<file path="config.mk">
export PLATFORM = sky130hd
export DESIGN_NAME = amag_guard
export DESIGN_NICKNAME = d
export VERILOG_FILES = /design/src/amag_pkg.sv /design/src/amag_range_check.sv /design/src/amag_guard.sv
export SDC_FILE = /design/constraint.sdc
export NUM_CORES = 2
export LEC_CHECK = 0
export ABC_AREA = 0
export BUFFER_PORTS_ARGS = -buffer_cell sky130_fd_sc_hd__buf_2
export CAP_MARGIN = 30
export CORE_ASPECT_RATIO = 0.9
export CORE_MARGIN = 2
export CORE_UTILIZATION = 50
export DETAILED_ROUTE_END_ITERATION = 8
export PLACE_DENSITY = 0.68
export SLEW_MARGIN = 20
export SYNTH_ARGS = -nofsm -noshare
export SYNTH_HDL_FRONTEND = slang
export SYNTH_SLANG_ARGS = --single-unit
</file>
<file path="constraint.sdc">
create_clock -name hclk -period 9.8 [get_ports hclk]
set_clock_uncertainty 0.05 [all_clocks]
set_input_delay 0.98 -clock hclk [delete_from_list [all_inputs] [get_ports hclk]]
set_output_delay 0.98 -clock hclk [all_outputs]
set_load 0.05 [all_outputs]
</file>
<file path="src/amag_pkg.sv">
// Address map, register layout and reset values of the address map access guard
package amag_pkg;
  typedef enum logic [3:0] {
    RG_NONE, RG_EXT, RG_XBUS, RG_EXTIO, RG_DATA_SRAM, RG_XSFR, RG_EXTENDED_FUNCTION_REGISTER_AREA,
    RG_DUAL_PORT_RAM, RG_SFR, RG_FLASH, RG_PROGRAM_SRAM, RG_EPSRAM, RG_IMB
  } amag_region_type;

  // Segment and page layout
  localparam int SEG_LSB = 16;
  localparam int PAGE_LSB = 14;
  localparam logic [7:0] SEG_SYS = 8'h00;

  // Address areas
  localparam logic [23:0] EXT0_END = 24'h007FFF;
  localparam logic [23:0] DATA_SRAM_BASE = 24'h00D800;
  localparam logic [23:0] DATA_SRAM_END = 24'h00DFFF;
  localparam logic [23:0] XSFR_BASE = 24'h00E000;
  localparam logic [23:0] XSFR_END = 24'h00EFFF;
  localparam logic [23:0] EXTENDED_FUNCTION_REGISTER_AREA_BASE = 24'h00F000;
  localparam logic [23:0] EXTENDED_FUNCTION_REGISTER_AREA_END = 24'h00F1FF;
  localparam logic [23:0] DUAL_PORT_RAM_BASE = 24'h00F600;
  localparam logic [23:0] DUAL_PORT_RAM_BIT_BASE = 24'h00FD00;
  localparam logic [23:0] DUAL_PORT_RAM_END = 24'h00FDFF;
  localparam logic [23:0] SFR_BASE = 24'h00FE00;
  localparam logic [23:0] SFR_END = 24'h00FFFF;
  localparam logic [23:0] EXT1_BASE = 24'h010000;
  localparam logic [23:0] EXT1_END = 24'h1FFFFF;
  localparam logic [23:0] XBUS0_BASE = 24'h204000;
  localparam logic [23:0] XBUS0_END = 24'h2047FF;
  localparam logic [23:0] XBUS1_BASE = 24'h20B000;
  localparam logic [23:0] XBUS1_END = 24'h20B3FF;
  localparam logic [23:0] EXTIO_BASE = 24'h210000;
  localparam logic [23:0] EXTIO_END = 24'h3FFFFF;
  localparam logic [23:0] EXT2_BASE = 24'h400000;
  localparam logic [23:0] EXT2_END = 24'hBFFFFF;
  localparam logic [23:0] FLASH_BASE = 24'hC00000;
  localparam logic [23:0] FLASH_END = 24'hC10FFF;
  localparam logic [23:0] FLASH_RSV_BASE = 24'hC0F000;
  localparam logic [23:0] FLASH_RSV_END = 24'hC0FFFF;
  localparam logic [23:0] PROGRAM_SRAM_BASE = 24'hE00000;
  localparam logic [23:0] PROGRAM_SRAM_END = 24'hE00FFF;
  localparam logic [23:0] EPSRAM_BASE = 24'hE80000;
  localparam logic [23:0] EPSRAM_END = 24'hE80FFF;
  localparam logic [23:0] IMB_BASE = 24'hFFFF00;

  // Flash organisation
  localparam int FLASH_SECTORS = 17;
  localparam int SECTOR_LSB = 12;
  localparam int PROG_BLK_LSB = 7;

  // Memory code word
  localparam int CODE_W = 21;
  localparam int DATA_W = 16;

  // Protection checker
  localparam int NLEVEL = 4;
  localparam logic [2:0] NEED_R = 3'h1;
  localparam logic [2:0] NEED_W = 3'h2;
  localparam logic [2:0] NEED_X = 3'h4;

  // Register offsets
  localparam logic [7:0] OFS_CTRL = 8'h00;
  localparam logic [7:0] OFS_STAT = 8'h04;
  localparam logic [7:0] OFS_CP = 8'h08;
  localparam logic [7:0] OFS_STKUL = 8'h0C;
  localparam logic [7:0] OFS_STKLL = 8'h10;
  localparam logic [7:0] OFS_PSWP = 8'h14;
  localparam logic [7:0] OFS_FLWP = 8'h18;
  localparam logic [7:0] OFS_KEY = 8'h1C;
  localparam logic [7:0] OFS_UNLOCK = 8'h20;
  localparam int OFS_PROT = 8'h40;
  localparam int PROT_STRIDE = 8'h10;

  // Control and status bit positions
  localparam int CTL_PROT_EN = 0;
  localparam int CTL_PAR_EN = 1;
  localparam int CTL_ECC_EN = 2;
  localparam int CTL_PSWP_EN = 3;
  localparam int CTL_RDPROT = 4;
  localparam int CTL_RELOCK = 5;
  localparam int ST_UNLOCKED = 6;

  // Reset values
  localparam logic [4:0] CTL_RST = 5'h00;
  localparam logic [15:0] CP_RST = 16'hF600;
  localparam logic [15:0] STKUL_RST = 16'hF600;
  localparam logic [15:0] STKLL_RST = 16'hFDFE;
  localparam logic [15:0] KEY_RST = 16'h0000;
endpackage

</file>
<file path="src/amag_range_check.sv">
// One protection range: address window and permission check
`timescale 1ns/1ps
module amag_range_check #(
  parameter int AW = 24
) (
  // Access under test
  input logic en,
  input logic [AW-1:0] addr,
  input logic [2:0] need,
  // Range settings
  input logic [AW-1:0] lo,
  input logic [AW-1:0] hi,
  input logic [2:0] perm,
  // Verdict
  output logic allow
);
  if (AW < 1) begin : g_bad
    $error("AW must be positive");
  end

  assign allow = en && addr >= lo && addr <= hi && |(perm & need);
endmodule

</file>
<file path="src/amag_guard.sv">
// Access guard: address decode, access checks, memory read check and AHB-Lite registers
//
// Our own choices: the register addresses and register access over AHB-Lite.
`timescale 1ns/1ps
module amag_guard #(
  parameter bit HAS_EXT_BUS = 1'b1,
  parameter int NRANGE = 2
) (
  // Clock and reset
  input logic hclk,
  input logic hresetn,
  // AHB-Lite register slave
  input logic hsel,
  input logic [31:0] haddr,
  input logic [1:0] htrans,
  input logic hwrite,
  input logic [2:0] hsize,
  input logic [31:0] hwdata,
  input logic hready,
  output logic [31:0] hrdata,
  output logic hreadyout,
  output logic hresp,
  // Access request from fetch_manager or data_manager
  input logic acc_valid,
  input logic [23:0] acc_addr,
  input logic acc_write,
  input logic acc_fetch,
  input logic acc_byte,
  input logic acc_bit,
  input logic acc_stack,
  input logic acc_gpr,
  input logic [3:0] acc_gpr_idx,
  input logic [1:0] acc_level,
  // Checked access
  output logic res_valid,
  output logic [23:0] res_addr,
  output logic [1:0] res_byte_en,
  output amag_pkg::amag_region_type res_region,
  output logic [9:0] res_page,
  output logic [9:0] res_flash_block,
  output logic res_grant,
  output logic res_external,
  output logic trap_prot,
  output logic trap_stack_over,
  output logic trap_stack_under,
  // Memory read check
  input logic mem_rvalid,
  input logic [20:0] mem_rcode,
  output logic rd_valid,
  output logic [15:0] rd_data,
  output logic rd_error,
  output logic rd_corrected
);
  localparam int NE = amag_pkg::NLEVEL * NRANGE;

  if (NRANGE < 1 || NRANGE > 3) begin : g_bad
    $error("NRANGE must be 1 to 3");
  end

  function automatic logic [4:0] syndrome(input logic [20:0] c);
    logic [4:0] s;
    s = 5'h00;
    for (int i = 0; i < amag_pkg::CODE_W; i++) begin
      if (c[i]) s = s ^ 5'(i + 1);
    end
    return s;
  endfunction

  function automatic logic [15:0] data_of(input logic [20:0] c);
    logic [15:0] d;
    int k;
    d = 16'h0000;
    k = 0;
    for (int i = 0; i < amag_pkg::CODE_W; i++) begin
      if (((i + 1) & i) != 0) begin
        d[k[3:0]] = c[i];
        k++;
      end
    end
    return d;
  endfunction

  function automatic amag_pkg::amag_region_type region_of(input logic [23:0] x);
    amag_pkg::amag_region_type r;
    r = HAS_EXT_BUS ? amag_pkg::RG_EXT : amag_pkg::RG_NONE;
    if (x[23:amag_pkg::SEG_LSB] == amag_pkg::SEG_SYS) begin
      if (x <= amag_pkg::EXT0_END) r = amag_pkg::RG_EXT;
      else if (x inside {[amag_pkg::DATA_SRAM_BASE:amag_pkg::DATA_SRAM_END]}) r = amag_pkg::RG_DATA_SRAM;
      else if (x inside {[amag_pkg::XSFR_BASE:amag_pkg::XSFR_END]}) r = amag_pkg::RG_XSFR;
      else if (x inside {[amag_pkg::EXTENDED_FUNCTION_REGISTER_AREA_BASE:amag_pkg::EXTENDED_FUNCTION_REGISTER_AREA_END]}) r = amag_pkg::RG_EXTENDED_FUNCTION_REGISTER_AREA;
      else if (x inside {[amag_pkg::DUAL_PORT_RAM_BASE:amag_pkg::DUAL_PORT_RAM_END]}) r = amag_pkg::RG_DUAL_PORT_RAM;
      else if (x inside {[amag_pkg::SFR_BASE:amag_pkg::SFR_END]}) r = amag_pkg::RG_SFR;
    end
    else if (x inside {[amag_pkg::EXT1_BASE:amag_pkg::EXT1_END]}) r = amag_pkg::RG_EXT;
    else if (x inside {[amag_pkg::XBUS0_BASE:amag_pkg::XBUS0_END]}) r = amag_pkg::RG_XBUS;
    else if (x inside {[amag_pkg::XBUS1_BASE:amag_pkg::XBUS1_END]}) r = amag_pkg::RG_XBUS;
    else if (x inside {[amag_pkg::EXTIO_BASE:amag_pkg::EXTIO_END]}) r = amag_pkg::RG_EXTIO;
    else if (x inside {[amag_pkg::EXT2_BASE:amag_pkg::EXT2_END]}) r = amag_pkg::RG_EXT;
    else if (x inside {[amag_pkg::FLASH_BASE:amag_pkg::FLASH_END]}) r = amag_pkg::RG_FLASH;
    else if (x inside {[amag_pkg::PROGRAM_SRAM_BASE:amag_pkg::PROGRAM_SRAM_END]}) r = amag_pkg::RG_PROGRAM_SRAM;
    else if (x inside {[amag_pkg::EPSRAM_BASE:amag_pkg::EPSRAM_END]}) r = amag_pkg::RG_EPSRAM;
    else if (x >= amag_pkg::IMB_BASE) r = amag_pkg::RG_IMB;
    return r;
  endfunction

  // Software visible state
  logic [4:0] ctl, next_ctl;
  logic [5:0] stat, next_stat;
  logic [15:0] cp, next_cp, stkul, next_stkul, stkll, next_stkll, key, next_key;
  logic [12:0] pswp, next_pswp;
  logic [16:0] flwp, next_flwp;
  logic unlocked, next_unlocked;
  logic [23:0] lo [NE];
  logic [23:0] next_lo [NE];
  logic [23:0] hi [NE];
  logic [23:0] next_hi [NE];
  logic [2:0] perm [NE];
  logic [2:0] next_perm [NE];
  logic wr_pend, next_wr_pend;
  logic [7:0] wr_ofs, next_wr_ofs;
  logic [31:0] next_hrdata;

  // Access check
  logic [23:0] a, foff;
  logic [15:0] gpr_word;
  amag_pkg::amag_region_type rg;
  logic [4:0] sec;
  logic [2:0] need;
  logic [NE-1:0] allow;
  logic in_rsv, bit_ok, wp_hit, rd_blk, ps_hit, ov, un, prot_bad, grant;

  // Memory check
  logic [4:0] syn;
  logic [20:0] fixed;
  logic next_rd_valid, next_rd_error, next_rd_corr;
  logic [15:0] next_rd_data;

  assign hreadyout = 1'b1;
  assign hresp = 1'b0;
  assign gpr_word = cp + {11'h000, acc_gpr_idx, 1'b0};

  always_comb begin
    a = acc_addr;
    if (acc_gpr) a = {8'h00, acc_byte ? cp + {12'h000, acc_gpr_idx} : gpr_word};
    if (!acc_byte) a[0] = 1'b0;
    rg = region_of(a);
    foff = a - amag_pkg::FLASH_BASE;
    sec = foff[amag_pkg::SECTOR_LSB +: 5];
    need = acc_fetch ? amag_pkg::NEED_X : (acc_write ? amag_pkg::NEED_W : amag_pkg::NEED_R);
    in_rsv = a inside {[amag_pkg::FLASH_RSV_BASE:amag_pkg::FLASH_RSV_END]};
    bit_ok = !acc_bit || acc_gpr || rg == amag_pkg::RG_SFR || rg == amag_pkg::RG_EXTENDED_FUNCTION_REGISTER_AREA
      || (rg == amag_pkg::RG_DUAL_PORT_RAM && a >= amag_pkg::DUAL_PORT_RAM_BIT_BASE);
    wp_hit = rg == amag_pkg::RG_FLASH && acc_write && flwp[sec] && !unlocked;
    rd_blk = rg == amag_pkg::RG_FLASH && !acc_write && !acc_fetch && ctl[amag_pkg::CTL_RDPROT]
      && !unlocked;
    ps_hit = rg == amag_pkg::RG_PROGRAM_SRAM && acc_write && ctl[amag_pkg::CTL_PSWP_EN]
      && {1'b0, a[11:0]} < pswp;
    ov = acc_stack && acc_write && a[15:0] < stkul;
    un = acc_stack && !acc_write && a[15:0] > stkll;
    prot_bad = ctl[amag_pkg::CTL_PROT_EN] && allow == '0;
    grant = rg != amag_pkg::RG_NONE && bit_ok && !in_rsv && !wp_hit && !rd_blk && !ps_hit
      && !ov && !un && !prot_bad;
  end

  for (genvar e = 0; e < NE; e++) begin : g_range
    amag_range_check #(.AW(24)) u_range (
      .en(acc_level == 2'(e / NRANGE)),
      .addr(a),
      .need(need),
      .lo(lo[e]),
      .hi(hi[e]),
      .perm(perm[e]),
      .allow(allow[e])
    );
  end

  always_ff @(posedge hclk or negedge hresetn) begin
    if (!hresetn) begin
      res_valid <= 1'b0;
      res_addr <= 24'h000000;
      res_byte_en <= 2'h0;
      res_region <= amag_pkg::RG_NONE;
      res_page <= 10'h000;
      res_flash_block <= 10'h000;
      res_grant <= 1'b0;
      res_external <= 1'b0;
      trap_prot <= 1'b0;
      trap_stack_over <= 1'b0;
      trap_stack_under <= 1'b0;
    end else begin
      res_valid <= acc_valid;
      res_addr <= a;
      res_byte_en <= acc_byte ? (a[0] ? 2'h2 : 2'h1) : 2'h3;
      res_region <= rg;
      res_page <= a[23:amag_pkg::PAGE_LSB];
      res_flash_block <= foff[amag_pkg::PROG_BLK_LSB +: 10];
      res_grant <= acc_valid && grant;
      res_external <= acc_valid && grant && (rg == amag_pkg::RG_EXT || rg == amag_pkg::RG_EXTIO);
      trap_prot <= acc_valid && prot_bad;
      trap_stack_over <= acc_valid && ov;
      trap_stack_under <= acc_valid && un;
    end
  end

  always_comb begin
    syn = syndrome(mem_rcode);
    fixed = mem_rcode;
    next_rd_error = 1'b0;
    next_rd_corr = 1'b0;
    if (mem_rvalid && ctl[amag_pkg::CTL_ECC_EN]) begin
      if (syn != 5'h00 && syn <= 5'(amag_pkg::CODE_W)) begin
        fixed = mem_rcode ^ (21'h000001 << (syn - 5'h01));
        next_rd_corr = 1'b1;
      end
      next_rd_error = syn > 5'(amag_pkg::CODE_W);
    end
    else if (mem_rvalid && ctl[amag_pkg::CTL_PAR_EN]) begin
      next_rd_error = ^{data_of(mem_rcode), mem_rcode[0]};
    end
    next_rd_valid = mem_rvalid && !next_rd_error;
    next_rd_data = next_rd_error ? 16'h0000 : data_of(fixed);
  end

  always_ff @(posedge hclk or negedge hresetn) begin
    if (!hresetn) begin
      rd_valid <= 1'b0;
      rd_data <= 16'h0000;
      rd_error <= 1'b0;
      rd_corrected <= 1'b0;
    end else begin
      rd_valid <= next_rd_valid;
      rd_data <= next_rd_data;
      rd_error <= next_rd_error;
      rd_corrected <= next_rd_corr;
    end
  end

  // Register read data is captured in the address phase
  always_comb begin
    next_hrdata = hrdata;
    if (hsel && htrans[1] && hready && !hwrite) begin
      next_hrdata = 32'h00000000;
      case (haddr[7:0])
        amag_pkg::OFS_CTRL: next_hrdata = {27'h0000000, ctl};
        amag_pkg::OFS_STAT: next_hrdata = {25'h0000000, unlocked, stat};
        amag_pkg::OFS_CP: next_hrdata = {16'h0000, cp};
        amag_pkg::OFS_STKUL: next_hrdata = {16'h0000, stkul};
        amag_pkg::OFS_STKLL: next_hrdata = {16'h0000, stkll};
        amag_pkg::OFS_PSWP: next_hrdata = {19'h00000, pswp};
        amag_pkg::OFS_FLWP: next_hrdata = {15'h0000, flwp};
        default: begin
          for (int e = 0; e < NE; e++) begin
            if (haddr[7:0] == 8'(amag_pkg::OFS_PROT + e * amag_pkg::PROT_STRIDE)) next_hrdata = {8'h00, lo[e]};
            if (haddr[7:0] == 8'(amag_pkg::OFS_PROT + e * amag_pkg::PROT_STRIDE + 4)) next_hrdata = {8'h00, hi[e]};
            if (haddr[7:0] == 8'(amag_pkg::OFS_PROT + e * amag_pkg::PROT_STRIDE + 8)) next_hrdata = {29'h0, perm[e]};
          end
        end
      endcase
    end
  end

  always_comb begin
    next_wr_pend = hsel && htrans[1] && hready && hwrite;
    next_wr_ofs = next_wr_pend ? haddr[7:0] : wr_ofs;
    next_ctl = ctl;
    next_cp = cp;
    next_stkul = stkul;
    next_stkll = stkll;
    next_pswp = pswp;
    next_flwp = flwp;
    next_key = key;
    next_unlocked = unlocked;
    next_lo = lo;
    next_hi = hi;
    next_perm = perm;
    next_stat = stat;
    if (wr_pend) begin
      case (wr_ofs)
        amag_pkg::OFS_CTRL: begin
          next_ctl = hwdata[4:0];
          if (hwdata[amag_pkg::CTL_RELOCK]) next_unlocked = 1'b0;
        end
        amag_pkg::OFS_STAT: next_stat = stat & ~hwdata[5:0];
        amag_pkg::OFS_CP: next_cp = {hwdata[15:1], 1'b0};
        amag_pkg::OFS_STKUL: next_stkul = hwdata[15:0];
        amag_pkg::OFS_STKLL: next_stkll = hwdata[15:0];
        amag_pkg::OFS_PSWP: next_pswp = hwdata[12:0];
        amag_pkg::OFS_FLWP: next_flwp = hwdata[16:0];
        amag_pkg::OFS_KEY: begin
          if (unlocked || !ctl[amag_pkg::CTL_RDPROT]) next_key = hwdata[15:0];
        end
        amag_pkg::OFS_UNLOCK: next_unlocked = hwdata[15:0] == key;
        default: begin
          for (int e = 0; e < NE; e++) begin
            if (wr_ofs == 8'(amag_pkg::OFS_PROT + e * amag_pkg::PROT_STRIDE)) next_lo[e] = hwdata[23:0];
            if (wr_ofs == 8'(amag_pkg::OFS_PROT + e * amag_pkg::PROT_STRIDE + 4)) next_hi[e] = hwdata[23:0];
            if (wr_ofs == 8'(amag_pkg::OFS_PROT + e * amag_pkg::PROT_STRIDE + 8)) next_perm[e] = hwdata[2:0];
          end
        end
      endcase
    end
    // Events set after the clear so that a same-cycle event survives
    next_stat = next_stat | {next_rd_corr, next_rd_error, acc_valid && in_rsv, acc_valid && un,
      acc_valid && ov, acc_valid && prot_bad};
  end

  always_ff @(posedge hclk or negedge hresetn) begin
    if (!hresetn) begin
      hrdata <= 32'h00000000;
      wr_pend <= 1'b0;
      wr_ofs <= 8'h00;
      ctl <= amag_pkg::CTL_RST;
      stat <= 6'h00;
      cp <= amag_pkg::CP_RST;
      stkul <= amag_pkg::STKUL_RST;
      stkll <= amag_pkg::STKLL_RST;
      pswp <= 13'h0000;
      flwp <= 17'h00000;
      key <= amag_pkg::KEY_RST;
      unlocked <= 1'b0;
      for (int e = 0; e < NE; e++) begin
        lo[e] <= 24'h000000;
        hi[e] <= 24'h000000;
        perm[e] <= 3'h0;
      end
    end else begin
      hrdata <= next_hrdata;
      wr_pend <= next_wr_pend;
      wr_ofs <= next_wr_ofs;
      ctl <= next_ctl;
      stat <= next_stat;
      cp <= next_cp;
      stkul <= next_stkul;
      stkll <= next_stkll;
      pswp <= next_pswp;
      flwp <= next_flwp;
      key <= next_key;
      unlocked <= next_unlocked;
      lo <= next_lo;
      hi <= next_hi;
      perm <= next_perm;
    end
  end
endmodule

</file>
==> metrics.txt <==
status=finished, final reports clean; area leader, netlist=dfrtp_1; I/O Buffers=195; area delta synth->final=11.0%; Leak Pwr=20.4 nW; power density over the cells=169 mW/mm^2; setup TNS=0 ns; die width=294 um; Worst setup EP type=flip-flop; Yosys top cell area share=a little under two fifths; worst skew pair latency=roughly 0.63 ns; Distinct cells, synth=90; vias in the first global route=31.4k; Die Area=0.0781 mm^2; min cycle time layout=between 6 and 7 ns; RSZ-0062 raised after global routing=false; Hold Vio Cnt, Final=0; die height=265 um; CTS tree=yes; via count=33.0k; CP arrival=7.24 ns; nets@finish=slightly below 5k; CP Max Fanout=14; fillcell total=6740; ys flop type=dfrtp_1; fmax=148 MHz; most frequent cells in the layout=nand2_1 (576), dfrtp_1 (575), o21ai_0 (509), ha_1 (429), inv_1 (426); Async SR Flop Fraction=100%; Final Slew Violations=0; placed cell areas=0.0398 mm^2; FF+latch count, synth=601; Detailed Routing Iterations Pass 1=5; max-cap violation count=0; hold_buf cts=0; Worst Path Required=10.31 ns; Post-DP HPWL=91.7 mm; final setup vio count=0; Resized Gates After CTS=0; WL per Instance=23.8 um; slew margin rel.=~28%; Final Cycle Share=68.7%; wl on met1=54.5 mm; Starting Density=50.7%; DRC Markers=0; Syn Inst Count=4215; post-synthesis sequential area ratio=39.7%; largest net degree at the start of global routing=106; grt total ovfl=0; I/O pins=~240; most common cell after layout, fill and taps aside=nand2_1; Rows=95; GPL Wtd Cong=0.953; Worst-path clk slew=0.06 ns; Via density=6.20; clk buf depth=3; root buf cell=clkbuf_16; routed wire length=127 mm; Setup crit start kind=input pin; TritonCTS buffer count=68; core area=0.0749 mm^2; post-route ant nets=0; Crit Path Class=input pin to flip-flop; Avg Cell Area, Syn=9.00 um^2; clock sink total=between 600 and 700; largest cells by area after synthesis=dfrtp_1 (38%), ha_1 (14%), o21ai_0 (6.7%); met2 routed WL=53.8 mm; initial antenna violation count=5; Post-synth EDFFs=0; met3 WL=14.5 mm; share of layout cells above drive strength 1=13.9%; Post-CTS Setup Repair Bufs=0; Tot GR Track Use=32.4%; Final Cell Area=0.0421 mm^2; first-pass GRT wire length=192 mm; DR top layer=met5; Hold Path Class=input pin to asynchronous set/reset pin; Worst-Margin Slew=around 1.1 ns; Synth Warn #=0; DRT iter0 DRCs=3840; Worst VDD drop=between 0.15 and 0.2 mV; Syn Std Cell Area=between 0.03 and 0.04 mm^2; H-tree levels=3
report_power, final:
| part | switching [W] | total, W | internal, W |
|---|---|---|---|
| logic | 0.00117 | 0.00172 | 0.000548 |
| clock network | 0.00106 | 0.00255 | 0.00149 |
| registers | 0.000166 | 0.00287 | 0.00270 |
critical path, cell delays in order:
cell,delay [ns]
buf_2,0.17
mux2_2,0.36
ha_1,0.39
nand3_1,0.15
o22ai_4,0.37
mux2_2,0.43
nor2_2,0.48
inv_2,0.30
buf_4,0.31
ha_1,0.33
nand4_1,0.11
nor4_1,0.79
o31ai_1,0.31
o2111ai_1,0.19
a211o_1,0.14
o311ai_0,0.27
a32oi_1,0.55
and2_1,0.43
a21o_1,0.13
per-stage QoR:
| step | util [%] | setup WS, ns | hold slack, ns | total power (W) | cells |
|---|---|---|---|---|---|
| floorplan | - | 3.84 | 0.400 | 0.00400 | 4223 |
| global placement | 53.1 | 2.90 | 0.426 | 0.00454 | 5198 |
| detailed placement | 53.2 | 2.72 | 0.440 | 0.00458 | 5202 |
| CTS | 56.1 | 3.34 | 0.401 | 0.00713 | 5316 |
| global route | 56.2 | 3.01 | 0.436 | 0.00744 | 5325 |
| finish | 56.3 | 3.06 | 0.344 | 0.00714 | 5326 |
layer usage:
metal	global-route usage (%)	up-vias
li1	-	15100
met1	46.5	15900
met2	47.2	1725
met3	8.41	288
met4	10.9	2
met5	0	-
cell type report:
class / count / area, um^2 / share of cell area (%)
antenna: 1 / 2.50 / 0.00594
clock buffer: 104 / 2010 / 4.77
clock inverter: 10 / 138 / 0.327
inverter: 429 / 1610 / 3.82
multi-input combinational: 2937 / 20400 / 48.4
sequential: 601 / 15100 / 35.8
tap: 970 / 1210 / 2.88
timing repair buffer: 274 / 1700 / 4.02
cells by family (layout without fill, tap and decap cells):
family	count (synthesis)	in the layout	synth area share [%]
fa+ha+maj	430	430	14.2
xor+xnor	76	76	1.75
buf+inv	685	817	7.08
simple gates	1094	1094	13.0
flops	601	601	39.7
other cells	2	11	0.0198
compound gates	1152	1152	19.0
mux	175	175	5.13
Yosys cell counts (23+ instances only):
cell       instances
buf_4             30
o211ai_1          28
o221ai_1          24
mux2_2           155
ha_1             429
nand4_1           76
dfstp_2           26
inv_1            426
o21ai_0          509
a31oi_1           41
nor4_1            23
nor2_1           182
a21o_1            43
a21oi_1          161
a211oi_1          35
dfrtp_1          575
nand3_1           55
clkbuf_1         172
nor3_1            34
o22ai_1           27
xor2_1            27
a222oi_1          29
a2111oi_0         31
xnor2_1           49
nand2_1          576
nor2b_1           46
a22oi_1           73
buf_1             51
a221oi_1          43
final timing paths:
| path | from | cells past startpoint | endpoint | slack [ns] |
|---|---|---|---|---|
| setup / recovery | acc_byte | 19 | stat[0]$_DFF_PN0_ | 3.06 |
| hold / removal | hresetn | 1 | hi[169]$_DFFE_PN0P_ | 0.34 |
| setup reg to reg | cp[3]$_DFFE_PN0P_ | 17 | stat[0]$_DFF_PN0_ | 3.52 |
| hold reg to reg | stat[1]$_DFF_PN0_ | 1 | stat[1]$_DFF_PN0_ | 0.45 |
| max in group asynchronous | hresetn | 3 | cp[11]$_DFFE_PN0P_ | 7.13 |
| min in group hclk | stat[1]$_DFF_PN0_ | 1 | stat[1]$_DFF_PN0_ | 0.45 |
state kept, by name, summed over array words and instances, names as in the netlist, 8 cells and up:
register,cells
hi,192
lo,192
hrdata,24
perm,24
flwp,17
key,16
rd_data,16
stkll,16
stkul,16
cp,15
pswp,13
res_flash_block,9
res_addr,8
wr_ofs,8
No activity file was read; power rests on OpenSTA's default activity.
